`config.mk`:
```
export PLATFORM = sky130hd
export DESIGN_NAME = llm_monitor
export DESIGN_NICKNAME = d
export VERILOG_FILES = /design/src/rtl/llm_pkg.sv /design/src/rtl/llm_freq_if.sv /design/src/rtl/llm_freq_cmp.sv /design/src/rtl/llm_monitor.sv
export VERILOG_INCLUDE_DIRS = /design/src /design/src/rtl
export SDC_FILE = /design/constraint.sdc
export NUM_CORES = 1
export LEC_CHECK = 0
export ABC_AREA = 1
export BUFFER_PORTS_ARGS = -buffer_cell sky130_fd_sc_hd__buf_2
export CAP_MARGIN = 20
export CORE_ASPECT_RATIO = 1.2
export CORE_UTILIZATION = 50
export CTS_CLUSTER_DIAMETER = 40
export DETAILED_ROUTE_END_ITERATION = 12
export PLACE_DENSITY = 0.71
export SKIP_CTS_REPAIR_TIMING = 1
export SYNTH_ARGS = -nofsm -noshare
export SYNTH_HDL_FRONTEND = slang
export SYNTH_HIERARCHICAL = 1
export SYNTH_SLANG_ARGS = --single-unit
```
`constraint.sdc`:
```
create_clock -name clock -period 7.7 [get_ports clock]
set_input_delay 2.31 -clock clock [delete_from_list [all_inputs] [get_ports clock]]
set_output_delay 2.31 -clock clock [all_outputs]
set_load 0.02 [all_outputs]
```
`src/rtl/llm_map.svh`:
```
// Constants for the line loss and lock monitor
`ifndef LLM_MAP_SVH
`define LLM_MAP_SVH

// ----------------------------------------------------------------
// Lock window and tolerance
// ----------------------------------------------------------------
`define LLM_REF_WINDOW 1024
`define LLM_VCO_RATIO  8
`define LLM_TOL_PPM    500
`define LLM_PPM_SCALE  1000000

// ----------------------------------------------------------------
// Synchroniser bit positions
// ----------------------------------------------------------------
`define LLM_SYNC_W     7
`define LLM_B_SEL      0
`define LLM_B_CP       1
`define LLM_B_CR       2
`define LLM_B_PP       3
`define LLM_B_PR       4
`define LLM_B_VCO      5
`define LLM_B_REF      6

`endif

```
`src/rtl/llm_pkg.sv`:
```
// Types for the line loss and lock monitor
`default_nettype none
package llm_pkg;
    typedef enum logic {
        LLM_PORT_PRIMARY,
        LLM_PORT_REDUNDANT
    } llm_port_e;
endpackage
`default_nettype wire

```
`src/rtl/llm_freq_if.sv`:
```
// Carrier between the monitor and its frequency comparator
`timescale 1ns/1ps
`default_nettype none
interface llm_freq_if;
    logic vco_edge;
    logic ref_edge;
    logic win_done;
    logic in_tol;
    modport cmp (input vco_edge, input ref_edge, output win_done, output in_tol);
    modport mon (output vco_edge, output ref_edge, input win_done, input in_tol);
endinterface
`default_nettype wire

```
`src/rtl/llm_freq_cmp.sv`:
```
// Recovery oscillator against reference frequency comparator
`timescale 1ns/1ps
`default_nettype none
`include "llm_map.svh"
module llm_freq_cmp #(
    parameter int REF_WIN   = `LLM_REF_WINDOW,
    parameter int VCO_RATIO = `LLM_VCO_RATIO,
    parameter int TOL_PPM   = `LLM_TOL_PPM
) (
    input wire logic  clock,
    input wire logic  rst_n,
    llm_freq_if.cmp   fif
);
    localparam int EXPECT = REF_WIN * VCO_RATIO;
    localparam int TOL_RAW = (EXPECT * TOL_PPM) / `LLM_PPM_SCALE;
    // A zero band would never lock on a real oscillator
    localparam int TOL = (TOL_RAW < 1) ? 1 : TOL_RAW;
    localparam int CW  = $clog2(2 * EXPECT + 1) + 1;
    localparam int RW  = $clog2(REF_WIN) + 1;

    logic [RW-1:0] ref_cnt_r;
    logic [CW-1:0] vco_cnt_r;
    logic          done_r;
    logic          in_tol_r;

    function automatic logic within_tol(input logic [CW-1:0] n);
        logic [CW-1:0] e;
        logic [CW-1:0] d;
        e = CW'(EXPECT);
        d = (n > e) ? n - e : e - n;
        return d <= CW'(TOL);
    endfunction

    wire           win_end = fif.ref_edge && (ref_cnt_r == RW'(REF_WIN - 1));
    wire           vco_sat = &vco_cnt_r;
    wire  [CW-1:0] vco_sum = vco_cnt_r + CW'(fif.vco_edge && !vco_sat);

    always_ff @(posedge clock) begin
        if (!rst_n) begin
            ref_cnt_r <= '0;
            vco_cnt_r <= '0;
            done_r    <= 1'b0;
            in_tol_r  <= 1'b0;
        end else if (win_end) begin
            ref_cnt_r <= '0;
            vco_cnt_r <= '0;
            done_r    <= 1'b1;
            in_tol_r  <= within_tol(vco_sum);
        end else begin
            ref_cnt_r <= ref_cnt_r + RW'(fif.ref_edge);
            vco_cnt_r <= vco_sum;
            done_r    <= 1'b0;
        end
    end

    assign fif.win_done = done_r;
    assign fif.in_tol   = in_tol_r;
endmodule // llm_freq_cmp
`default_nettype wire

```
`src/rtl/llm_monitor.sv`:
```
// Line loss, PECL loss and clock recovery lock monitor
`timescale 1ns/1ps
`default_nettype none
`include "llm_map.svh"
module llm_monitor #(
    parameter int REF_WIN   = `LLM_REF_WINDOW,
    parameter int VCO_RATIO = `LLM_VCO_RATIO,
    parameter int TOL_PPM   = `LLM_TOL_PPM
) (
    input  wire logic clock,
    input  wire logic rst_n,
    input  wire logic port_select_redundant,
    input  wire logic carrier_loss_in_primary,
    input  wire logic carrier_loss_in_redundant,
    input  wire logic pecl_loss_in_primary,
    input  wire logic pecl_loss_in_redundant,
    input  wire logic vco_div_in,
    input  wire logic ref_div_in,
    output logic      active_port_redundant,
    output logic      optical_carrier_lost,
    output logic      pecl_interface_lost,
    output logic      carrier_lost_event,
    output logic      cdr_lock_indicator,
    output logic      lock_lost_event
);
    // ----------------------------------------------------------------
    // Input synchronisers
    // ----------------------------------------------------------------
    logic [`LLM_SYNC_W-1:0] sync1_r;
    logic [`LLM_SYNC_W-1:0] sync2_r;
    logic                   vco_prev_r;
    logic                   ref_prev_r;

    wire [`LLM_SYNC_W-1:0] pins_in = {ref_div_in, vco_div_in, pecl_loss_in_redundant,
                                      pecl_loss_in_primary, carrier_loss_in_redundant,
                                      carrier_loss_in_primary, port_select_redundant};

    always_ff @(posedge clock) begin
        if (!rst_n) begin
            sync1_r    <= '0;
            sync2_r    <= '0;
            vco_prev_r <= 1'b0;
            ref_prev_r <= 1'b0;
        end else begin
            sync1_r    <= pins_in;
            sync2_r    <= sync1_r;
            vco_prev_r <= sync2_r[`LLM_B_VCO];
            ref_prev_r <= sync2_r[`LLM_B_REF];
        end
    end

    // ----------------------------------------------------------------
    // Port steering and alarm decode
    // ----------------------------------------------------------------
    llm_pkg::llm_port_e port_s;
    assign port_s = sync2_r[`LLM_B_SEL] ? llm_pkg::LLM_PORT_REDUNDANT
                                        : llm_pkg::LLM_PORT_PRIMARY;

    wire sel_s = sync2_r[`LLM_B_SEL];
    wire cp_s  = sync2_r[`LLM_B_CP];
    wire cr_s  = sync2_r[`LLM_B_CR];
    wire pp_s  = sync2_r[`LLM_B_PP];
    wire pr_s  = sync2_r[`LLM_B_PR];

    // Only the active port's pair reaches the decode
    wire act_carrier = (port_s == llm_pkg::LLM_PORT_REDUNDANT) ? cr_s : cp_s;
    wire act_pecl    = (port_s == llm_pkg::LLM_PORT_REDUNDANT) ? pr_s : pp_s;

    // Matching levels mean loss; a healthy module drives them apart
    wire loc_nxt  = ~(act_carrier ^ act_pecl);
    wire lopi_nxt = act_pecl;

    always_ff @(posedge clock) begin
        if (!rst_n) begin
            active_port_redundant <= 1'b0;
            optical_carrier_lost  <= 1'b0;
            pecl_interface_lost   <= 1'b0;
            carrier_lost_event    <= 1'b0;
        end else begin
            active_port_redundant <= sel_s;
            optical_carrier_lost  <= loc_nxt;
            pecl_interface_lost   <= lopi_nxt;
            carrier_lost_event    <= loc_nxt && !optical_carrier_lost;
        end
    end

    // ----------------------------------------------------------------
    // Lock detection
    // ----------------------------------------------------------------
    llm_freq_if fif ();

    assign fif.vco_edge = sync2_r[`LLM_B_VCO] ^ vco_prev_r;
    assign fif.ref_edge = sync2_r[`LLM_B_REF] ^ ref_prev_r;

    llm_freq_cmp #(
        .REF_WIN   (REF_WIN),
        .VCO_RATIO (VCO_RATIO),
        .TOL_PPM   (TOL_PPM)
    ) u_cmp (
        .clock (clock),
        .rst_n (rst_n),
        .fif   (fif.cmp)
    );

    // Lock only moves at window ends, so a single slow window drops it
    wire lock_nxt = fif.win_done ? fif.in_tol : cdr_lock_indicator;

    always_ff @(posedge clock) begin
        if (!rst_n) begin
            cdr_lock_indicator <= 1'b0;
            lock_lost_event    <= 1'b0;
        end else begin
            cdr_lock_indicator <= lock_nxt;
            lock_lost_event    <= fif.win_done && !fif.in_tol && cdr_lock_indicator;
        end
    end
endmodule // llm_monitor
`default_nettype wire

```
==> results by group, run 1 <==
Detailed routing
  – Vias per inst: approximately 4.8
  – DR WL/cell: 10.51 µm
  – Total Wirelength: 4624 µm
  – Detail Route Antenna Nets: 0
  – Initial drt markers: 62
  – DRC viols: 0
  – First-pass DRT Iterations: 4
  – Via count: approximately 2100

Critical path
  – Critical path endpoint category: register
  – Critical path's slowest cell: nand2_1
  – Crit path cell chain: buf_2 > nand2_1 > inv_1 > o21ai_0 > a21oi_1
  – Slowest cell delay on critical path: approximately 0.58 ns
  – CP Buf/Inv Count: 2
  – Startpoint Class: primary input
  – Critical path's top delay family: simple AND/OR/NAND/NOR gates
  – CP required: between 7 and 8 ns
  – Kind of critical path: in -> reg
  – Crit path max fanout: 26
  – Critical Path AT: around 3.7 ns

Clock network
  – Sink Count: just over 50
  – CTS buffer count: 5
  – H-tree levels: 2
  – Clock root cell: clkbuf_8
  – Max Buffers Root-to-Sink: 2
  – Clock transition at path regs: about 0.090 ns
  – Clk_lat worst skew: ~0.3 ns
  – TritonCTS clock tree: done

Synth
  – Post-synth EDFFs: 0
  – Post-synth cell types: 31
  – Post-synthesis async set-or-reset flop share: 0%
  – Post-synth top flop: dfxtp_1
  – Seq cells post-synth: 51
  – Cell area after synthesis: between 2000 and 3000 µm²
  – Top-count cell post-synth: nand2_1
  – Mapped Avg Cell Area: 6.994 µm²
  – Synth area leaders: dfxtp_1 40%, nand2_1 15%, inv_1 8.4%
  – Synth area leader: dfxtp_1
  – Post-synth top area share: 40.22%
  – Register area share after synthesis: between 40 and 50%
  – Synthesized Nets: between 300 and 400
  – Synth Instances: between 300 and 400
  – Synth cell count leaders: 101 x nand2_1, 57 x inv_1, 52 x nor2_1
  – Yosys warns: 6

Placement
  – Post-DP HPWL: ~3600 µm
  – Port-buffer cells: 14
  – Cell count after placement: 433
  – Gpl congestion: between 0.8 and 0.9

Global routing
  – GRT Residual Overflow: 0
  – Vias in the first global route: between 1500 and 2000
  – Largest net degree at the start of global routing: 27
  – Initial antenna violation count: 0
  – First-pass GRT wire length: ~8100 µm
  – GRT Resource Usage Total: around 20%

STA
  – Setup Viol. Count Final: 0
  – Setup TNS: 0 ns
  – Worst slew margin: 43.48%
  – Least-Margin Pin Slew: between 0.8 and 0.9 ns
  – Fin. max-slew vios: 0
  – Final min period: between 3 and 4 ns
  – Final period util: approximately 45%
  – Final hold vios: 0
  – RSZ-0062 raised after global routing: false
  – Fmax: 290.1 MHz
  – Worst Skew: between 0.01 and 0.015 ns

Final layout
  – ANT cells: 0
  – Area added between synthesis and finish: 8.970%
  – Layout cells sized above 1: 14.47%
  – Fin nets: 393
  – Filler Cells Inserted: ~500
  – Final Non-Filler Cells: 440

Floorplanning
  – Core Rows: 28
  – Horiz. Die Dim: 67.05 µm
  – Core Box Area: about 4900 µm²
  – Initial Util: about half
  – DIE HEIGHT: roughly 80 µm
  – Total Die Area: between 5000 and 6000 µm²
  – Boundary Pins: 15

Power
  – Clock power share: between 30% and 40%
  – Peak VDD IR: between 0.00015 and 0.0002 V
  – Internal Power: 0.3822 mW
  – Leakage: about 1.4 nW
  – Net Sw Power: 0.1134 mW
  – Power Dens Cells: roughly 180 nW/µm²
  – Power share of the combinational group: 9.2%
  – Total Power: around 0.50 mW
  – Switching portion of total power: ~23%
  – Flop pwr share: about 55%

Run status
  – Status: finished clean

Job
  – Max_cap viols: 0

Hold path
  – Hold Path Class: reg -> reg
## cells in the final DEF (no fill, tap or decap), drive strengths merged, types with 5 or more instances in the layout
cell,n
inv,62
clkbuf,5
nand4,9
nor2,63
nand2,111
a21oi,5
nand3,23
buf,14
o21ai,11
dfxtp,51
xor2,6
## cells by family (layout without fill, tap and decap cells)
family	Yosys count	in the layout	share of synthesized area [%]
xor+xnor	10	10	4.190
flops	51	51	40.22
compound gates	20	20	4.583
fa+ha+maj	4	4	1.971
simple gates	212	212	38.94
buf+inv	66	83	10.10
## power by group through the flow
stage / Combinational (mW) / Sequential, mW / Clock, mW
after floorplan: 0.0358 / 0.280 / 0
after global placement: 0.0451 / 0.279 / 0
after detailed placement: 0.0461 / 0.279 / 0
after CTS: 0.0463 / 0.273 / 0.183
after global routing: 0.0537 / 0.274 / 0.195
final: 0.0457 / 0.273 / 0.177
## worst reg2reg max path, delay by kind of cell, from the launching register on
kind	cells	cell delay [ns]
simple gates	16	1.61
fa+ha+maj	2	0.46
compound gates	1	0.43
flops	1	0.41
xor+xnor	1	0.34
## sequential cells by signal, summed over array words and instances, names as in the netlist, 7 cells and up
register         flops
sync1_r              7
u_cmp/ref_cnt_r     11
u_cmp/vco_cnt_r     16
sync2_r              7
## worst paths after layout
kind | from | to | slack, ns | depth (start not counted)
setup / recovery | rst_n | u_cmp/ref_cnt_r[9] | 4.25 | 5
hold / removal | sync1_r[0] | sync2_r[0] | 0.41 | 2
setup reg to reg | u_cmp/vco_cnt_r[4] | u_cmp/fif.in_tol | 4.39 | 20
hold reg to reg | sync1_r[0] | sync2_r[0] | 0.41 | 2
## metrics by stage
stage	setup WS, ns	utilization (%)	hold slack (ns)	cell area, µm²
final	4.253	56.40	0.4116	2766
after CTS	4.244	56.40	0.4140	2766
after global placement	3.955	54.23	0.3895	2660
after global routing	4.040	56.40	0.4315	2766
after detailed placement	3.920	54.23	0.3979	2660
after floorplan	4.756	-	0.3864	2539
## final cells by class
class | instances | area (µm²) | area share [%]
clock buffer | 5 | 68.82 | 2.488
timing repair buffer | 14 | 70.07 | 2.533
tap | 60 | 75.07 | 2.714
multi-input combinational | 246 | 1261 | 45.59
clock inverter | 2 | 37.54 | 1.357
sequential | 51 | 1021 | 36.91
inverter | 62 | 232.7 | 8.412
## routing by layer
layer  GRT usage [%]  vias to the layer above  wire length, µm
met3           2.983                        7              112
met5               0                        -                0
met2           37.80                       27             2428
met4           7.660                        0               81
li1                -                     1137                -
met1           20.67                      928             2001
No activity file was read; power rests on OpenSTA's default activity.
==> inputs of run 2 (changes only) <==
--- a/config.mk
+++ b/config.mk
@@ -13,7 +13,7 @@
 export CORE_UTILIZATION = 50
 export CTS_CLUSTER_DIAMETER = 40
 export DETAILED_ROUTE_END_ITERATION = 12
-export PLACE_DENSITY = 0.71
+export PLACE_DENSITY = 0.73
 export SKIP_CTS_REPAIR_TIMING = 1
 export SYNTH_ARGS = -nofsm -noshare
 export SYNTH_HDL_FRONTEND = slang
==> constraint.sdc (replaced) <==
create_clock -name clock -period 2.77 [get_ports clock]
set_input_delay 0.831 -clock clock [delete_from_list [all_inputs] [get_ports clock]]
set_output_delay 0.831 -clock clock [all_outputs]
set_load 0.02 [all_outputs]
==> results by group, run 2 (same netlist as run 1, synthesis figures left out) <==
STA
  – Final min period: approximately 2.7 ns
  – Fmax: ~370 MHz
  – Final hold vios: 0
  – Setup Viol. Count Final: 0
  – Worst slew margin: between 70 and 80%
  – Worst Skew: between 0.004 and 0.005 ns
  – Setup TNS: 0 ns
  – PnR worst setup slack: 0.07549 ns
  – Least-Margin Pin Slew: 0.3614 ns
  – Worst Hold Margin: between 0.4 and 0.5 ns
  – RSZ-0062 raised after global routing: true
  – Final period util: 97.27%
  – Fin. max-slew vios: 0

Critical path
  – R2r worst-path depth: 23
  – Startpoint Class: register
  – Critical path's slowest cell: dfxtp_2
  – Critical path endpoint category: register
  – CP Buf/Inv Count: 1
  – Reg2Reg Setup Slack: between 0.07 and 0.08 ns
  – Critical path's top delay family: simple AND/OR/NAND/NOR gates
  – Worst r2r src: u_cmp/vco_cnt_r[4]
  – Kind of critical path: reg -> reg
  – CP required: 3.01 ns
  – Slowest cell delay on critical path: around 0.37 ns
  – Reg2reg end: u_cmp/fif.in_tol
  – Critical Path AT: 2.94 ns
  – Crit path cell chain: nand2_4 > nor2_4 > nand2_2 > o41a_1 > ha_2 > ha_4 > inv_2 > nand2_1 > nand2_2 > nand2_2 > nor2_4 > nand2_2 > nor2_2 > nand2_2 > nor2_4 > nand2_2 > nand2_1 > nand2_1 > nand2_1 > nand2_1 > nor2_1 > nand4_1 > nand2_1
  – Crit path max fanout: 3

Clock network
  – CTS buffer count: 5
  – Max Buffers Root-to-Sink: 2
  – H-tree levels: 2
  – Sink Count: 51
  – Clock transition at path regs: roughly 0.090 ns
  – Clk_lat worst skew: approximately 0.29 ns
  – TritonCTS clock tree: done
  – Clock root cell: clkbuf_8

Global routing
  – GRT busiest layer: met2
  – Initial antenna violation count: 0
  – Global Route met3 Usage: between 3 and 4%
  – GR Util met2: approximately two fifths
  – Vias in the first global route: roughly 2100
  – First-pass GRT wire length: 8493 µm
  – GRT Resource Usage Total: 20.48%
  – Grt met1 use: 21.49%
  – GRT Residual Overflow: 0
  – Largest net degree at the start of global routing: 23

Placement
  – Setup Slack @ Placement: -0.08778 ns
  – Dpl cell area: approximately 2800 µm²
  – Gpl congestion: between 0.8 and 0.9
  – Port-buffer cells: 14
  – Post-DP HPWL: roughly 3900 µm

Hold path
  – Worst hold path cell count: 2
  – Hold Path Class: reg -> reg
  – Hold path startpoint: sync1_r[0]
  – Hold Path End: sync2_r[0]

Run status
  – Status: finished clean

Final layout
  – Reg area: between 1000 and 1500 µm²
  – Layout cells sized above 1: roughly 27%
  – Area added between synthesis and finish: 22.08%
  – Most common cell after layout, fill and taps aside: nand2_1
  – Post-Layout Inst Area: between 3000 and 4000 µm²
  – Area of the multi-input gates: between 1000 and 1500 µm²
  – Max reg flops: 16
  – Commonest cells after routing, fill and taps aside: 92 x nand2_1, 55 x inv_1, 48 x nor2_1
  – Biggest register: u_cmp/vco_cnt_r
  – Fin nets: 421
  – ANT cells: 0
  – Biggest registers after layout: u_cmp/vco_cnt_r (16), u_cmp/ref_cnt_r (11)
  – Filler Cells Inserted: between 400 and 500

Floorplanning
  – Boundary Pins: 15
  – Core Box Area: 4905 µm²
  – Initial Util: ~52%
  – DIE HEIGHT: between 80 and 90 µm
  – Core Rows: 28
  – Total Die Area: ~5400 µm²
  – Horiz. Die Dim: approximately 67 µm

Power
  – Power Dens Cells: between 400 and 500 nW/µm²
  – Leakage: about 1.6 nW
  – Peak VDD IR: around 0.00045 V

Detailed routing
  – DRC viols: 0
  – Total Wirelength: around 5200 µm
  – Initial drt markers: between 90 and 100
  – First-pass DRT Iterations: 4
  – Vias per inst: 4.889
  – Via count: 2293
  – DR WL/cell: 11.17 µm
  – Detail Route Antenna Nets: 0

Job
  – Max_cap viols: 0
run 2: cell count changes in the layout (fill, tap and decap cells not counted), moves of 4 or more:
| cell | delta |
|---|---|
| dfxtp_1 | -8 |
| dfxtp_2 | +8 |
| nor2_1 | -4 |
| nand2_1 | -9 |
| nand2_2 | +7 |
| buf_4 | +28 |
run 2: layout make-up:
type | instances | area share, %
tap | 60 | 2.422
clock inverter | 3 | 1.413
sequential | 51 | 33.27
timing repair buffer | 42 | 9.043
multi-input combinational | 246 | 44.13
inverter | 62 | 7.509
clock buffer | 5 | 2.220
run 2: routing by layer:
metal | up-vias | wire length, µm
met5 | - | 0
met4 | 0 | 153
met3 | 16 | 231
met2 | 66 | 2652
met1 | 1016 | 2201
li1 | 1195 | -
run 2: where the power goes:
| part | internal (mW) | total, mW | switching [mW] |
|---|---|---|---|
| clock network | 0.269 | 0.507 | 0.238 |
| registers | 0.750 | 0.758 | 0.00821 |
| logic | 0.0614 | 0.152 | 0.0904 |
run 2: metrics by stage:
| step | power [mW] | std cells | util (%) |
|---|---|---|---|
| global route | 1.472 | 469 | 63.19 |
| finish | 1.417 | 469 | 63.19 |
| global placement | 0.9089 | 452 | 57.42 |
| floorplan | 0.8779 | 363 | - |
| detailed placement | 0.9126 | 452 | 57.42 |
| CTS | 1.419 | 460 | 59.72 |
run 2: worst max-delay path by stage:
stage / startpoint / to / slack, ns / cells after the start
floorplan: u_cmp/vco_cnt_r[4] / u_cmp/fif.in_tol / 0.06 / 23
global placement: u_cmp/vco_cnt_r[5] / u_cmp/fif.in_tol / -0.03 / 23
detailed placement: u_cmp/vco_cnt_r[5] / u_cmp/fif.in_tol / -0.09 / 21
CTS: u_cmp/vco_cnt_r[5] / u_cmp/fif.in_tol / -0.15 / 20
global route: u_cmp/vco_cnt_r[4] / u_cmp/fif.in_tol / -0.12 / 23
finish: u_cmp/vco_cnt_r[4] / u_cmp/fif.in_tol / 0.08 / 23
run 2: tightest hold or removal path, stage by stage (launching register included):
cell and delay, ns:
dfxtp_1 0.31, nand2_1 0.04, inv_1 0.03
